--- config.mk ---
export PLATFORM = sky130hd
export DESIGN_NAME = ctc_timing
export DESIGN_NICKNAME = d
export VERILOG_FILES = /design/src/logic/ctc_pkg.sv /design/src/logic/ctc_timing.sv
export SDC_FILE = /design/constraint.sdc
export NUM_CORES = 1
export LEC_CHECK = 0
export BUFFER_PORTS_ARGS = -buffer_cell sky130_fd_sc_hd__buf_2
export CAP_MARGIN = 25
export CORE_MARGIN = 8
export CORE_UTILIZATION = 62
export DETAILED_ROUTE_END_ITERATION = 12
export PLACE_DENSITY = 0.94
export SYNTH_ARGS = -nofsm -noshare
export SYNTH_HDL_FRONTEND = slang
export SYNTH_SLANG_ARGS = --single-unit
--- constraint.sdc ---
create_clock -name clk -period 3.1 [get_ports clk]
set_input_delay 0.62 -clock clk [delete_from_list [all_inputs] [get_ports clk]]
set_output_delay 0.62 -clock clk [all_outputs]
set_load 0.005 [all_outputs]
--- src/logic/ctc_pkg.sv ---
// constants for the crt timing and cursor register block
package ctc_pkg;
  localparam int IDX_W = 5;
  localparam logic [4:0] IDX_HS_START = 5'h04;
  localparam logic [4:0] IDX_HS_END = 5'h05;
  localparam logic [4:0] IDX_VT_LOW = 5'h06;
  localparam logic [4:0] IDX_NINTH = 5'h07;
  localparam logic [4:0] IDX_ROW_PRESET = 5'h08;
  localparam logic [4:0] IDX_ROW_HEIGHT = 5'h09;
  localparam logic [4:0] IDX_CUR_TOP = 5'h0A;
  localparam logic [4:0] IDX_CUR_BOT = 5'h0B;
  localparam logic [4:0] IDX_BASE_HI = 5'h0C;
  localparam logic [4:0] IDX_BASE_LO = 5'h0D;
  localparam logic [4:0] IDX_CPOS_HI = 5'h0E;
  localparam logic [4:0] IDX_CPOS_LO = 5'h0F;
  localparam logic [4:0] IDX_VS_START = 5'h10;
  localparam logic [4:0] IDX_VS_END = 5'h11;
  localparam logic [4:0] IDX_VACT_END = 5'h12;
  // field positions
  localparam int ODD_START_BIT = 7;
  localparam int SKEW_LO = 5;
  localparam int IRQ_CLEAR_N_BIT = 4;
  localparam int IRQ_ENABLE_N_BIT = 5;
  localparam int TEST_BIT = 6;
  // ninth bits held in the overflow register
  localparam int NINTH_VT_BIT = 0;
  localparam int NINTH_VACT_BIT = 1;
  localparam int NINTH_VS_BIT = 2;
  localparam logic [7:0] REG_RESET = 8'h00;
  localparam int SKEW_DEPTH = 3;
endpackage

--- src/logic/ctc_timing.sv ---
// crt retrace timing, row scan, cursor and light pen registers
module ctc_timing
(
  input wire logic clk,
  input wire logic rst,
  input wire logic index_data_select_line,
  input wire logic wr_strobe,
  input wire logic rd_strobe,
  input wire logic [7:0] data_in,
  output logic [7:0] data_out,
  input wire logic [7:0] hchar_count,
  input wire logic [15:0] mem_addr_count,
  input wire logic light_pen_strobe,
  output logic hretrace,
  output logic vretrace,
  output logic vactive,
  output logic cursor_out,
  output logic [4:0] row_scan,
  output logic [8:0] line_count,
  output logic [15:0] frame_base,
  output logic frame_start,
  output logic odd_start,
  output logic vertical_irq_out,
  output logic vertical_irq_oe
);
  import ctc_pkg::*;
  // the index survives data accesses, so a run of data writes or reads
  // may follow a single index write

  logic [ctc_pkg::IDX_W-1:0] index;
  logic [7:0] hsync_start;
  logic [7:0] hsync_end_ctrl;
  logic [7:0] vert_total_low;
  logic [7:0] ninth_bits;
  logic [7:0] row_scan_preset;
  logic [7:0] row_height;
  logic [7:0] cursor_top;
  logic [7:0] cursor_bottom_skew;
  logic [7:0] frame_base_high;
  logic [7:0] frame_base_low;
  logic [7:0] cursor_pos_high;
  logic [7:0] cursor_pos_low;
  logic [7:0] vsync_start_low;
  logic [7:0] vsync_end_irq_ctrl;
  logic [7:0] vert_active_end_low;
  logic [7:0] pen_addr_high;
  logic [7:0] pen_addr_low;
  logic hs_raw;
  logic [SKEW_DEPTH-1:0] hs_delay;
  logic [SKEW_DEPTH-1:0] cur_delay;
  logic irq_pending;
  logic pen_last;
  logic reg_wr;
  logic data_wr;
  logic line_step;
  logic [8:0] vert_total;
  logic [8:0] vs_start;
  logic [8:0] vact_end;
  logic cur_raw;
  logic next_hretrace;
  logic next_cursor;

  // join an overflow bit with its low byte
  function automatic logic [8:0] ninth(input logic hi, input logic [7:0] lo);
    ninth = {hi, lo};
  endfunction

  // pick a tap of a skew line; code zero means no delay
  function automatic logic tap(input logic [1:0] code, input logic now,
                               input logic [SKEW_DEPTH-1:0] line);
    case (code)
      2'h0: tap = now;
      2'h1: tap = line[0];
      2'h2: tap = line[1];
      default: tap = line[2];
    endcase
  endfunction

  // the select line alone steers a write to the index or the data slot;
  // a read with the select line low leaves data_out untouched
  assign reg_wr = wr_strobe && !index_data_select_line;
  assign data_wr = wr_strobe && index_data_select_line;
  assign vert_total = ninth(ninth_bits[NINTH_VT_BIT], vert_total_low);
  assign vs_start = ninth(ninth_bits[NINTH_VS_BIT], vsync_start_low);
  assign vact_end = ninth(ninth_bits[NINTH_VACT_BIT], vert_active_end_low);
  // a scan line is counted at the start of horizontal retrace
  assign line_step = !hs_raw && (hchar_count == hsync_start);

  // index register, only the five low bits matter
  always_ff @(posedge clk)
  begin
    if (rst)
      index <= '0;
    else if (reg_wr)
      index <= data_in[IDX_W-1:0];
  end

  // data register writes through the index
  always_ff @(posedge clk)
  begin
    if (rst)
    begin
      hsync_start <= REG_RESET;
      hsync_end_ctrl <= REG_RESET;
      vert_total_low <= REG_RESET;
      ninth_bits <= REG_RESET;
      row_scan_preset <= REG_RESET;
      row_height <= REG_RESET;
      cursor_top <= REG_RESET;
      cursor_bottom_skew <= REG_RESET;
      frame_base_high <= REG_RESET;
      frame_base_low <= REG_RESET;
      cursor_pos_high <= REG_RESET;
      cursor_pos_low <= REG_RESET;
      vsync_start_low <= REG_RESET;
      vsync_end_irq_ctrl <= REG_RESET;
      vert_active_end_low <= REG_RESET;
    end
    else if (data_wr)
    begin
      case (index)
        IDX_HS_START: hsync_start <= data_in;
        IDX_HS_END: hsync_end_ctrl <= data_in;
        IDX_VT_LOW: vert_total_low <= data_in;
        IDX_NINTH: ninth_bits <= data_in;
        IDX_ROW_PRESET: row_scan_preset <= data_in;
        IDX_ROW_HEIGHT: row_height <= data_in;
        IDX_CUR_TOP: cursor_top <= data_in;
        IDX_CUR_BOT: cursor_bottom_skew <= data_in;
        IDX_BASE_HI: frame_base_high <= data_in;
        IDX_BASE_LO: frame_base_low <= data_in;
        IDX_CPOS_HI: cursor_pos_high <= data_in;
        IDX_CPOS_LO: cursor_pos_low <= data_in;
        IDX_VS_START: vsync_start_low <= data_in;
        // test bit is stored only; software keeps it zero
        IDX_VS_END: vsync_end_irq_ctrl <= data_in;
        IDX_VACT_END: vert_active_end_low <= data_in;
        default: ;
      endcase
    end
  end

  // light pen bytes share the slots of two write-only timing registers
  // readback; the other write-only registers read as zero
  always_ff @(posedge clk)
  begin
    if (rst)
      data_out <= REG_RESET;
    else if (rd_strobe && index_data_select_line)
    begin
      case (index)
        IDX_BASE_HI: data_out <= frame_base_high;
        IDX_BASE_LO: data_out <= frame_base_low;
        IDX_CPOS_HI: data_out <= cursor_pos_high;
        IDX_CPOS_LO: data_out <= cursor_pos_low;
        IDX_VS_START: data_out <= pen_addr_high;
        IDX_VS_END: data_out <= pen_addr_low;
        default: data_out <= REG_RESET;
      endcase
    end
  end

  // a strobe held high latches once; it must drop before the next hit
  // light pen latch on the rising edge of the strobe
  always_ff @(posedge clk)
  begin
    if (rst)
    begin
      pen_last <= 1'b0;
      pen_addr_high <= REG_RESET;
      pen_addr_low <= REG_RESET;
    end
    else
    begin
      pen_last <= light_pen_strobe;
      if (light_pen_strobe && !pen_last)
      begin
        pen_addr_high <= mem_addr_count[15:8];
        pen_addr_low <= mem_addr_count[7:0];
      end
    end
  end

  // undelayed horizontal retrace; end compare uses five bits only
  always_ff @(posedge clk)
  begin
    if (rst)
      hs_raw <= 1'b0;
    else if (hchar_count == hsync_start)
      hs_raw <= 1'b1;
    else if (hchar_count[4:0] == hsync_end_ctrl[4:0])
      hs_raw <= 1'b0;
  end

  // deeper skews cost one flip-flop each; three stages cover code three
  // delay line used by the retrace skew only, the cursor has its own; one stage per character
  always_ff @(posedge clk)
  begin
    if (rst)
      hs_delay <= '0;
    else
      hs_delay <= {hs_delay[SKEW_DEPTH-2:0], hs_raw};
  end

  assign next_hretrace = tap(hsync_end_ctrl[SKEW_LO+1:SKEW_LO], hs_raw, hs_delay);

  // registered horizontal retrace output
  always_ff @(posedge clk)
  begin
    if (rst)
      hretrace <= 1'b0;
    else
      hretrace <= next_hretrace;
  end

  // a vertical total below the current line only takes effect after
  // the counter rolls over the top of its nine-bit range
  // scan line counter wraps after the vertical total
  always_ff @(posedge clk)
  begin
    if (rst)
      line_count <= '0;
    else if (line_step)
      line_count <= (line_count == vert_total) ? 9'h000 : line_count + 9'h001;
  end

  // the end compare only runs while retrace is up, so a stale match of
  // the four low bits cannot end a retrace that has not begun
  // vertical retrace window; end compares four low bits
  always_ff @(posedge clk)
  begin
    if (rst)
      vretrace <= 1'b0;
    else if (line_step && line_count == vs_start)
      vretrace <= 1'b1;
    else if (vretrace && line_count[3:0] == vsync_end_irq_ctrl[3:0])
      vretrace <= 1'b0;
  end

  // active display is high from line zero up to the line before the end line
  always_ff @(posedge clk)
  begin
    if (rst)
      vactive <= 1'b0;
    else
      vactive <= line_count < vact_end;
  end

  // row scan: preset after retrace, step per line, clear at height
  always_ff @(posedge clk)
  begin
    if (rst)
      row_scan <= '0;
    else if (vretrace && line_count[3:0] == vsync_end_irq_ctrl[3:0])
      row_scan <= row_scan_preset[4:0];
    else if (line_step)
      row_scan <= (row_scan == row_height[4:0]) ? 5'h00 : row_scan + 5'h01;
  end

  // the copy lags the registers by one clock, well before any reload
  // frame base and its reload strobe at the end of vertical retrace
  always_ff @(posedge clk)
  begin
    if (rst)
    begin
      frame_base <= '0;
      frame_start <= 1'b0;
    end
    else
    begin
      frame_base <= {frame_base_high, frame_base_low};
      frame_start <= vretrace && line_count[3:0] == vsync_end_irq_ctrl[3:0];
    end
  end

  // the even or odd choice is only handed on; the address block acts on it
  // odd or even address after each horizontal retrace
  always_ff @(posedge clk)
  begin
    if (rst)
      odd_start <= 1'b0;
    else
      odd_start <= hsync_end_ctrl[ODD_START_BIT];
  end

  // a top at or above the bottom gives an empty window and so no cursor
  // cursor cell match; row window is top plus one to bottom
  assign cur_raw = mem_addr_count == {cursor_pos_high, cursor_pos_low}
                   && {1'b0, row_scan} >= cursor_top[4:0] + 6'h01
                   && row_scan <= cursor_bottom_skew[4:0];

  // cursor delay line; codes zero and one both give one character
  always_ff @(posedge clk)
  begin
    if (rst)
      cur_delay <= '0;
    else
      cur_delay <= {cur_delay[SKEW_DEPTH-2:0], cur_raw};
  end

  always_comb
  begin
    if (cursor_bottom_skew[SKEW_LO+1:SKEW_LO] == 2'h0)
      next_cursor = cur_delay[0];
    else
      next_cursor = tap(cursor_bottom_skew[SKEW_LO+1:SKEW_LO], cur_raw, cur_delay);
  end

  // registered cursor output
  always_ff @(posedge clk)
  begin
    if (rst)
      cursor_out <= 1'b0;
    else
      cursor_out <= next_cursor;
  end

  // clearing acts on the write itself, not on the stored bit, so a zero
  // left in bit four does not hold the interrupt off for later frames
  // pending interrupt; a set in the clearing cycle wins
  always_ff @(posedge clk)
  begin
    if (rst)
      irq_pending <= 1'b0;
    else if (line_step && line_count == vs_start
             && !vsync_end_irq_ctrl[IRQ_ENABLE_N_BIT])
      irq_pending <= 1'b1;
    else if (data_wr && index == IDX_VS_END && !data_in[IRQ_CLEAR_N_BIT])
      irq_pending <= 1'b0;
  end

  // interrupt pin is driven only while pending, floats otherwise
  always_ff @(posedge clk)
  begin
    if (rst)
    begin
      vertical_irq_out <= 1'b0;
      vertical_irq_oe <= 1'b0;
    end
    else
    begin
      vertical_irq_out <= irq_pending;
      vertical_irq_oe <= irq_pending;
    end
  end
endmodule

==> results.toml, run 1 <==
[drt]
topRoutingLayerUsed = "met4"
first_pass_iters = 6
route.layer.met1.wl_um = 7990
postRouteWirelength_um = 20300
via_count = 6530
drt-initial-drc-count = 726
detailed_routed_wire_length_on_met2_um = 9670
vias_per_cell = 5.96
route.met3.wl_um = 1790
route.detailed.drc = 0
ant_nets = 0
route.detailed.wl_per_inst_um = 18.5

[die]
die_area_mm2 = 0.0166
effective_utilization_at_floorplan_pct = 63.2
placeableCoreArea_mm2 = 0.0125
std_cell_rows = 41
num_io_pins = 84
fp.dieW_um = 129
vertical_die_dimension_um = 129

[synthesis]
yosys_most_used_dff = "sky130_fd_sc_hd__dfxtp_1"
synth_warnings = 0
yosys.cell_types.count = 49
synth.net_count = 914
ys_async_sr_fraction_pct = 0
post_syn_area_per_cell_um2 = 9.29
post_synth_inst_count = 852
mapped_area_mm2 = 0.00791
synth_edf_count = 0
synth_sequential_area_ratio_pct = 44.8
synth-seq-cells = 177

[timing]
timing.final.crit_period_ns = 2.53
setup_viol_count_final = 0
finalCritPeriodShare_pct = 81.7
tightest_slew_ns = 0.940
min_setup_slack_post_route_ns = 0.567
final-max-slew-violation-count = 0
max_slew_margin_pct = 37.3
hold_fails_final_rpt = 0
rsz_0062_raised_after_global_routing = "false"
maxClockFrequency_ghz = 0.395
timing.setup.tns_ns = 0
clock-skew-final_ns = 0.00987

[cts]
cts-hold-fix-buffers = 0
ctsRootBufferMaster = "sky130_fd_sc_hd__clkbuf_16"
tritoncts = "done"
tritoncts.num_buffers = 17
clock_insertion_delay_worst_skew_ns = 0.44
cts.reportedPaths.clkPinSlew_ns = 0.07
post_cts_buffers = 0
number_of_sinks_on_the_clock_net = 177
clock_tree.htree_level_count = 4
cts_resized = 0
clock_path_buffers = 2

[cells_and_area]
synthToLayoutAreaGrowth_pct = 14.3
leading_registers_by_flop_count = "frame_base x16, line_count x9"
registers.top_by_ff_count = "frame_base"
drive_above_1_share_pct = 14.6
largest_reg_flops = 16
num_antenna_cells = 0
finish.net_count = 972

[grt]
grt_pass1_wl_um = 32600
grt_antenna_before_repair = 0
via_count_of_the_first_global_routing_pass = 6553
grt_overflow = 0
grt_max_degree = 66
track_usage_pct = 25.1

[place]
portBuffers = 83
placement.setup.worst_slack_ns = 0.501
gp_congestion = 0.928
place_hpwl_um = 12900

[setup_path]
cp-end-kind = "flop"
start_kind = "flop"
critPathKind = "reg2reg"
worst_ep_arrival_time_ns = 2.89
critical_path.max_fanout = 18
critical_path_required_ns = 3.46

[hold_path]
timing.hold.worst.class = "in2reg"

[status]
status = "finished clean"

[power_and_ir_drop]
powerDensity_mw_per_mm2 = 536
ir_worst_vdd_mv = 0.286
power_uw = 4840
leakage_uw = 0.00370

[run]
cap_violations = 0
-- layout make-up --
type	instances	area [um^2]
multi-input cells	605	4090
flip-flops and latches	177	3540
well taps	172	215
inverters	19	71.3
repair buffers	90	495
clock inverters	15	205
clock buffers	17	425
fillers	854	3470
-- kinds of logic (layout without fill, tap and decap cells) --
family	Yosys count	count (layout)	synth area share [%]
DFF	177	177	44.8
buffers and inverters	70	141	3.56
adders and majority gates	24	24	3.80
AOI/OAI and AO/OA	114	114	8.81
xor gates and xnor gates	59	59	6.53
and+or+nand+nor	300	300	18.7
muxes	108	108	13.8
-- metal layers --
metal | vias to the layer above | GRT usage [%]
li1 | 3031 | -
met1 | 3109 | 28.9
met2 | 307 | 40.5
met3 | 83 | 7.41
met4 | 0 | 15.3
met5 | - | 0
-- through the flow --
stage | cell area [um^2] | hold WS [ns] | util (%) | cells
floorplan | 7910 | 0.432 | - | 852
global placement | 8410 | 0.438 | 67.2 | 1063
detailed placement | 8410 | 0.447 | 67.2 | 1063
CTS | 9040 | 0.426 | 72.3 | 1095
global route | 9040 | 0.443 | 72.3 | 1095
finish | 9040 | 0.432 | 72.3 | 1095
-- worst max-delay path, cell delays in order (launching register included) --
cell and delay [ns]:
sky130_fd_sc_hd__dfxtp_1 0.94, sky130_fd_sc_hd__nand2_1 0.54, sky130_fd_sc_hd__nor2_1 0.60, sky130_fd_sc_hd__nand2_1 0.18, sky130_fd_sc_hd__a21oi_1 0.19
-- cells in the mapped netlist, types with 3 or more instances --
| library cell | instances | share of area [%] |
|---|---|---|
| sky130_fd_sc_hd__a221oi_1 | 8 | 0.89 |
| sky130_fd_sc_hd__mux2i_1 | 107 | 14 |
| sky130_fd_sc_hd__nand3b_1 | 9 | 0.85 |
| sky130_fd_sc_hd__nor4_4 | 3 | 0.81 |
| sky130_fd_sc_hd__nand2_1 | 64 | 3.0 |
| sky130_fd_sc_hd__o21ai_0 | 20 | 1.3 |
| sky130_fd_sc_hd__nor3_1 | 6 | 0.38 |
| sky130_fd_sc_hd__nand3_1 | 22 | 1.4 |
| sky130_fd_sc_hd__nor3_4 | 4 | 0.82 |
| sky130_fd_sc_hd__clkbuf_1 | 37 | 1.8 |
| sky130_fd_sc_hd__xor2_1 | 26 | 2.9 |
| sky130_fd_sc_hd__o22ai_1 | 9 | 0.71 |
| sky130_fd_sc_hd__a21oi_1 | 49 | 3.1 |
| sky130_fd_sc_hd__nor2_1 | 128 | 6.1 |
| sky130_fd_sc_hd__xnor2_1 | 33 | 3.7 |
| sky130_fd_sc_hd__buf_2 | 12 | 0.76 |
| sky130_fd_sc_hd__a311oi_1 | 3 | 0.33 |
| sky130_fd_sc_hd__o21a_1 | 4 | 0.38 |
| sky130_fd_sc_hd__nor2b_1 | 33 | 2.6 |
| sky130_fd_sc_hd__a211oi_1 | 3 | 0.28 |
| sky130_fd_sc_hd__ha_1 | 24 | 3.8 |
| sky130_fd_sc_hd__inv_1 | 19 | 0.90 |
| sky130_fd_sc_hd__nand4_1 | 5 | 0.40 |
| sky130_fd_sc_hd__a2bb2oi_1 | 8 | 0.89 |
| sky130_fd_sc_hd__and3_1 | 6 | 0.47 |
| sky130_fd_sc_hd__nand2b_1 | 5 | 0.40 |
| sky130_fd_sc_hd__dfxtp_1 | 177 | 45 |
-- final timing paths --
kind                                start                        endpoint  slack, ns  cells after the start
max                 index[0]$_SDFFE_PP0P_  frame_base_low[3]$_SDFFE_PP0P_       0.57                      4
min                      light_pen_strobe             pen_last$_SDFF_PP0_       0.43                      2
max reg2reg         index[0]$_SDFFE_PP0P_  frame_base_low[3]$_SDFFE_PP0P_       0.57                      4
min reg2reg  pen_addr_low[6]$_SDFFE_PP0P_    pen_addr_low[6]$_SDFFE_PP0P_       0.46                      2
-- cells in the final DEF, fill, tap and decap left out, types with 3 or more instances in the layout --
| cell type | Yosys | final |
|---|---|---|
| sky130_fd_sc_hd__o21a_1 | 4 | 4 |
| sky130_fd_sc_hd__bufinv_16 | 0 | 4 |
| sky130_fd_sc_hd__nor4_4 | 3 | 3 |
| sky130_fd_sc_hd__xor2_1 | 26 | 26 |
| sky130_fd_sc_hd__a2bb2oi_1 | 8 | 8 |
| sky130_fd_sc_hd__a211oi_1 | 3 | 3 |
| sky130_fd_sc_hd__nor2b_1 | 33 | 33 |
| sky130_fd_sc_hd__ha_1 | 24 | 24 |
| sky130_fd_sc_hd__nor3_1 | 6 | 6 |
| sky130_fd_sc_hd__o22ai_1 | 9 | 9 |
| sky130_fd_sc_hd__buf_2 | 12 | 82 |
| sky130_fd_sc_hd__inv_1 | 19 | 19 |
| sky130_fd_sc_hd__nand2b_1 | 5 | 5 |
| sky130_fd_sc_hd__clkbuf_16 | 0 | 17 |
| sky130_fd_sc_hd__buf_4 | 1 | 6 |
| sky130_fd_sc_hd__a311oi_1 | 3 | 3 |
| sky130_fd_sc_hd__nand3b_1 | 9 | 9 |
| sky130_fd_sc_hd__o21ai_0 | 20 | 20 |
| sky130_fd_sc_hd__clkinv_2 | 0 | 3 |
| sky130_fd_sc_hd__nand4_1 | 5 | 5 |
| sky130_fd_sc_hd__nor3_4 | 4 | 4 |
| sky130_fd_sc_hd__nand3_1 | 22 | 22 |
| sky130_fd_sc_hd__nand2_1 | 64 | 64 |
| sky130_fd_sc_hd__dfxtp_1 | 177 | 177 |
| sky130_fd_sc_hd__inv_6 | 0 | 3 |
| sky130_fd_sc_hd__a221oi_1 | 8 | 8 |
| sky130_fd_sc_hd__and3_1 | 6 | 6 |
| sky130_fd_sc_hd__nor2_1 | 128 | 128 |
| sky130_fd_sc_hd__xnor2_1 | 33 | 33 |
| sky130_fd_sc_hd__a21oi_1 | 49 | 49 |
| sky130_fd_sc_hd__mux2i_1 | 107 | 107 |
-- power breakdown --
group          switching (uW)  internal [uW]  leakage, uW  total (uW)
clock                     942           1360     0.000306        2300
combinational             153           76.3      0.00196         230
sequential               21.2           2290      0.00143        2310
(Power assumes the default switching activity.)
==> run 2: changes to the inputs <==
--- a/config.mk
+++ b/config.mk
@@ -8,9 +8,9 @@
 export BUFFER_PORTS_ARGS = -buffer_cell sky130_fd_sc_hd__buf_2
 export CAP_MARGIN = 25
 export CORE_MARGIN = 8
-export CORE_UTILIZATION = 62
+export CORE_UTILIZATION = 53
 export DETAILED_ROUTE_END_ITERATION = 12
-export PLACE_DENSITY = 0.94
+export PLACE_DENSITY = 0.87
 export SYNTH_ARGS = -nofsm -noshare
 export SYNTH_HDL_FRONTEND = slang
 export SYNTH_SLANG_ARGS = --single-unit
==> constraint.sdc (replaced) <==
create_clock -name clk -period 2.2 [get_ports clk]
set_input_delay 0.44 -clock clk [delete_from_list [all_inputs] [get_ports clk]]
set_output_delay 0.44 -clock clk [all_outputs]
set_load 0.005 [all_outputs]
==> results.toml, run 2 (synthesized netlist as in run 1, its figures left out) <==
[status]
status = "finished clean"

[die]
fp.dieW_um = 138
placeableCoreArea_mm2 = 0.0146
std_cell_rows = 44
num_io_pins = 84
vertical_die_dimension_um = 138
effective_utilization_at_floorplan_pct = 54.2
die_area_mm2 = 0.0191

[cts]
clock_path_buffers = 2
cts.reportedPaths.clkPinSlew_ns = 0.07
clock_tree.htree_level_count = 4
tritoncts.num_buffers = 17
post_cts_buffers = 0
tritoncts = "done"
clock_insertion_delay_worst_skew_ns = 0.44
number_of_sinks_on_the_clock_net = 177
cts-hold-fix-buffers = 0
ctsRootBufferMaster = "sky130_fd_sc_hd__clkbuf_16"

[drt]
ant_nets = 0
vias_per_cell = 5.74
drt-initial-drc-count = 580
route.detailed.wl_per_inst_um = 17.9
postRouteWirelength_um = 20100
route.detailed.drc = 0
via_count = 6421
first_pass_iters = 5

[timing]
max_slew_margin_pct = 50.6
rsz_0062_raised_after_global_routing = "false"
hold_fails_final_rpt = 0
maxClockFrequency_ghz = 0.498
timing.final.crit_period_ns = 2.01
setup_viol_count_final = 0
final-max-slew-violation-count = 0
clock-skew-final_ns = 0.00736
finalCritPeriodShare_pct = 91.2
min_setup_slack_post_route_ns = 0.193
tightest_slew_ns = 0.741

[setup_path]
cp-endpoint = "irq_pending$_SDFFE_PP0P_"
critical_path.max_fanout = 4
critical_path_s_slowest_cell = "sky130_fd_sc_hd__or4_1"
critical_path_required_ns = 2.58
timing.critical_path.slowest_cell_delay_ns = 0.62
worst_ep_arrival_time_ns = 2.38
start_kind = "flop"
worst_setup_startpoint = "hsync_start[3]$_SDFFE_PP0P_"
r2r_end = "irq_pending$_SDFFE_PP0P_"
r2r_setup_slack_ns = 0.19
critPathKind = "reg2reg"
cp_cell_sequence = "xor2_1 > nor4_2 > nand3b_1 > or4_1 > o21a_1 > nor2_1"
worst_r2r_path_depth = 6
cp-end-kind = "flop"
worst_r2r_startpoint = "hsync_start[3]$_SDFFE_PP0P_"

[place]
portBuffers = 83
placement.setup.worst_slack_ns = -0.0192
placedInstanceArea_mm2 = 0.00853
place_hpwl_um = 13100
gp_congestion = 0.854
dp.cells = 1087

[cells_and_area]
num_antenna_cells = 0
finish.net_count = 984
layout_commonest_cell = "sky130_fd_sc_hd__dfxtp_1"
filler_cell_count = 1105
multi_input_logic_area_mm2 = 0.00409
leading_registers_by_flop_count = "frame_base x16, line_count x9"
largest_reg_flops = 16
finalNonFillerCells = 1119
registers.top_by_ff_count = "frame_base"
regArea_mm2 = 0.00354
layout.cells.most_common_list = "sky130_fd_sc_hd__dfxtp_1 (177), sky130_fd_sc_hd__nor2_1 (128), sky130_fd_sc_hd__mux2i_1 (107)"
design_area_mm2 = 0.00914
drive_above_1_share_pct = 15.6
synthToLayoutAreaGrowth_pct = 15.5
utilization_pct = 62.7

[run]
cap_violations = 0

[grt]
track_usage_pct = 20.5
grt_overflow = 0
grt_pass1_wl_um = 32100
grt_max_degree = 68
via_count_of_the_first_global_routing_pass = 6383
grt_antenna_before_repair = 0

[power_and_ir_drop]
powerDensity_mw_per_mm2 = 733
internal_power_uw = 5170
pwr-share-seq_pct = 48.5
leakage_uw = 0.00374
switching_share_pct = 22.8
comb_power_share_pct = 5.1
power_spent_charging_and_discharging_nets_uw = 1530
clkPwrFrac_pct = 46.4
ir_worst_vdd_mv = 0.496

[hold_path]
timing.hold.worst.class = "in2reg"
run 2: cell count changes in the layout (fill, tap and decap cells not counted):
cell / previous run / this run
sky130_fd_sc_hd__clkinv_2: 3 / 2
sky130_fd_sc_hd__clkbuf_8: 0 / 1
sky130_fd_sc_hd__clkinvlp_4: 2 / 3
sky130_fd_sc_hd__buf_12: 2 / 3
sky130_fd_sc_hd__inv_6: 3 / 2
sky130_fd_sc_hd__nor3_2: 1 / 2
sky130_fd_sc_hd__nor3_1: 6 / 5
sky130_fd_sc_hd__clkbuf_1: 0 / 2
sky130_fd_sc_hd__bufinv_16: 4 / 3
sky130_fd_sc_hd__buf_4: 6 / 17
sky130_fd_sc_hd__inv_8: 1 / 0
run 2: worst min path at each step:
stage | startpoint | to | slack, ns | depth (start not counted)
2_1_floorplan | hs_delay[0]$_SDFF_PP0_ | hs_delay[1]$_SDFF_PP0_ | 0.43 | 1
3_3_place_gp | hs_delay[0]$_SDFF_PP0_ | hs_delay[1]$_SDFF_PP0_ | 0.44 | 1
3_5_place_dp | pen_addr_low[2]$_SDFFE_PP0P_ | pen_addr_low[2]$_SDFFE_PP0P_ | 0.45 | 2
4_1_cts | light_pen_strobe | pen_last$_SDFF_PP0_ | 0.23 | 2
5_1_grt | mem_addr_count[8] | pen_addr_high[0]$_SDFFE_PP0P_ | 0.26 | 3
6_report | light_pen_strobe | pen_last$_SDFF_PP0_ | 0.24 | 2
run 2: area by class of cell:
type | count | share of cell area, %
flip-flops and latches | 177 | 38.8
clock inverters | 12 | 1.72
multi-input cells | 605 | 44.8
well taps | 184 | 2.52
inverters | 19 | 0.780
repair buffers | 102 | 6.54
clock buffers | 20 | 4.89
run 2: repair_timing:
item / 4_1_cts / 5_1_grt
setup endpoints to repair: 0 / 1
endpoints found under the hold margin: 0 / 0
gates resized for setup: 0 / 1
run 2: power by group through the flow:
stage          Clock (uW)  Combinational (uW)  Sequential, uW
3_5_place_dp            0                 333            3320
4_1_cts              3140                 337            3250
5_1_grt              3280                 365            3250
3_3_place_gp            0                 328            3320
2_1_floorplan           0                 205            3320
6_report             3110                 342            3250
run 2: routing by layer:
metal  part of all wire, %  vias up  global-route usage (%)  wire, um
met2                    48      241                    33.3      9560
met1                    42     3082                    23.8      8400
li1                      -     3038                       -         -
met3                   7.0       60                    6.10      1400
met4                   3.5        0                    10.9       708
met5                     0        -                       0         0
run 2: worst max-delay path: cells and delay by family (launching register included):
kind             cells  cell delay (ns)
flip-flops           1             0.33
AO/OA/AOI/OAI        1             0.19
XOR/XNOR             1             0.17
AND/OR/NAND/NOR      4             1.27
run 2: through the flow:
step	hold WS [ns]	setup TNS [ns]	power [uW]
2_1_floorplan	0.432	0	3520
3_3_place_gp	0.440	0	3650
3_5_place_dp	0.448	-0.0192	3650
4_1_cts	0.233	0	6730
5_1_grt	0.256	0	6890
6_report	0.240	0	6700
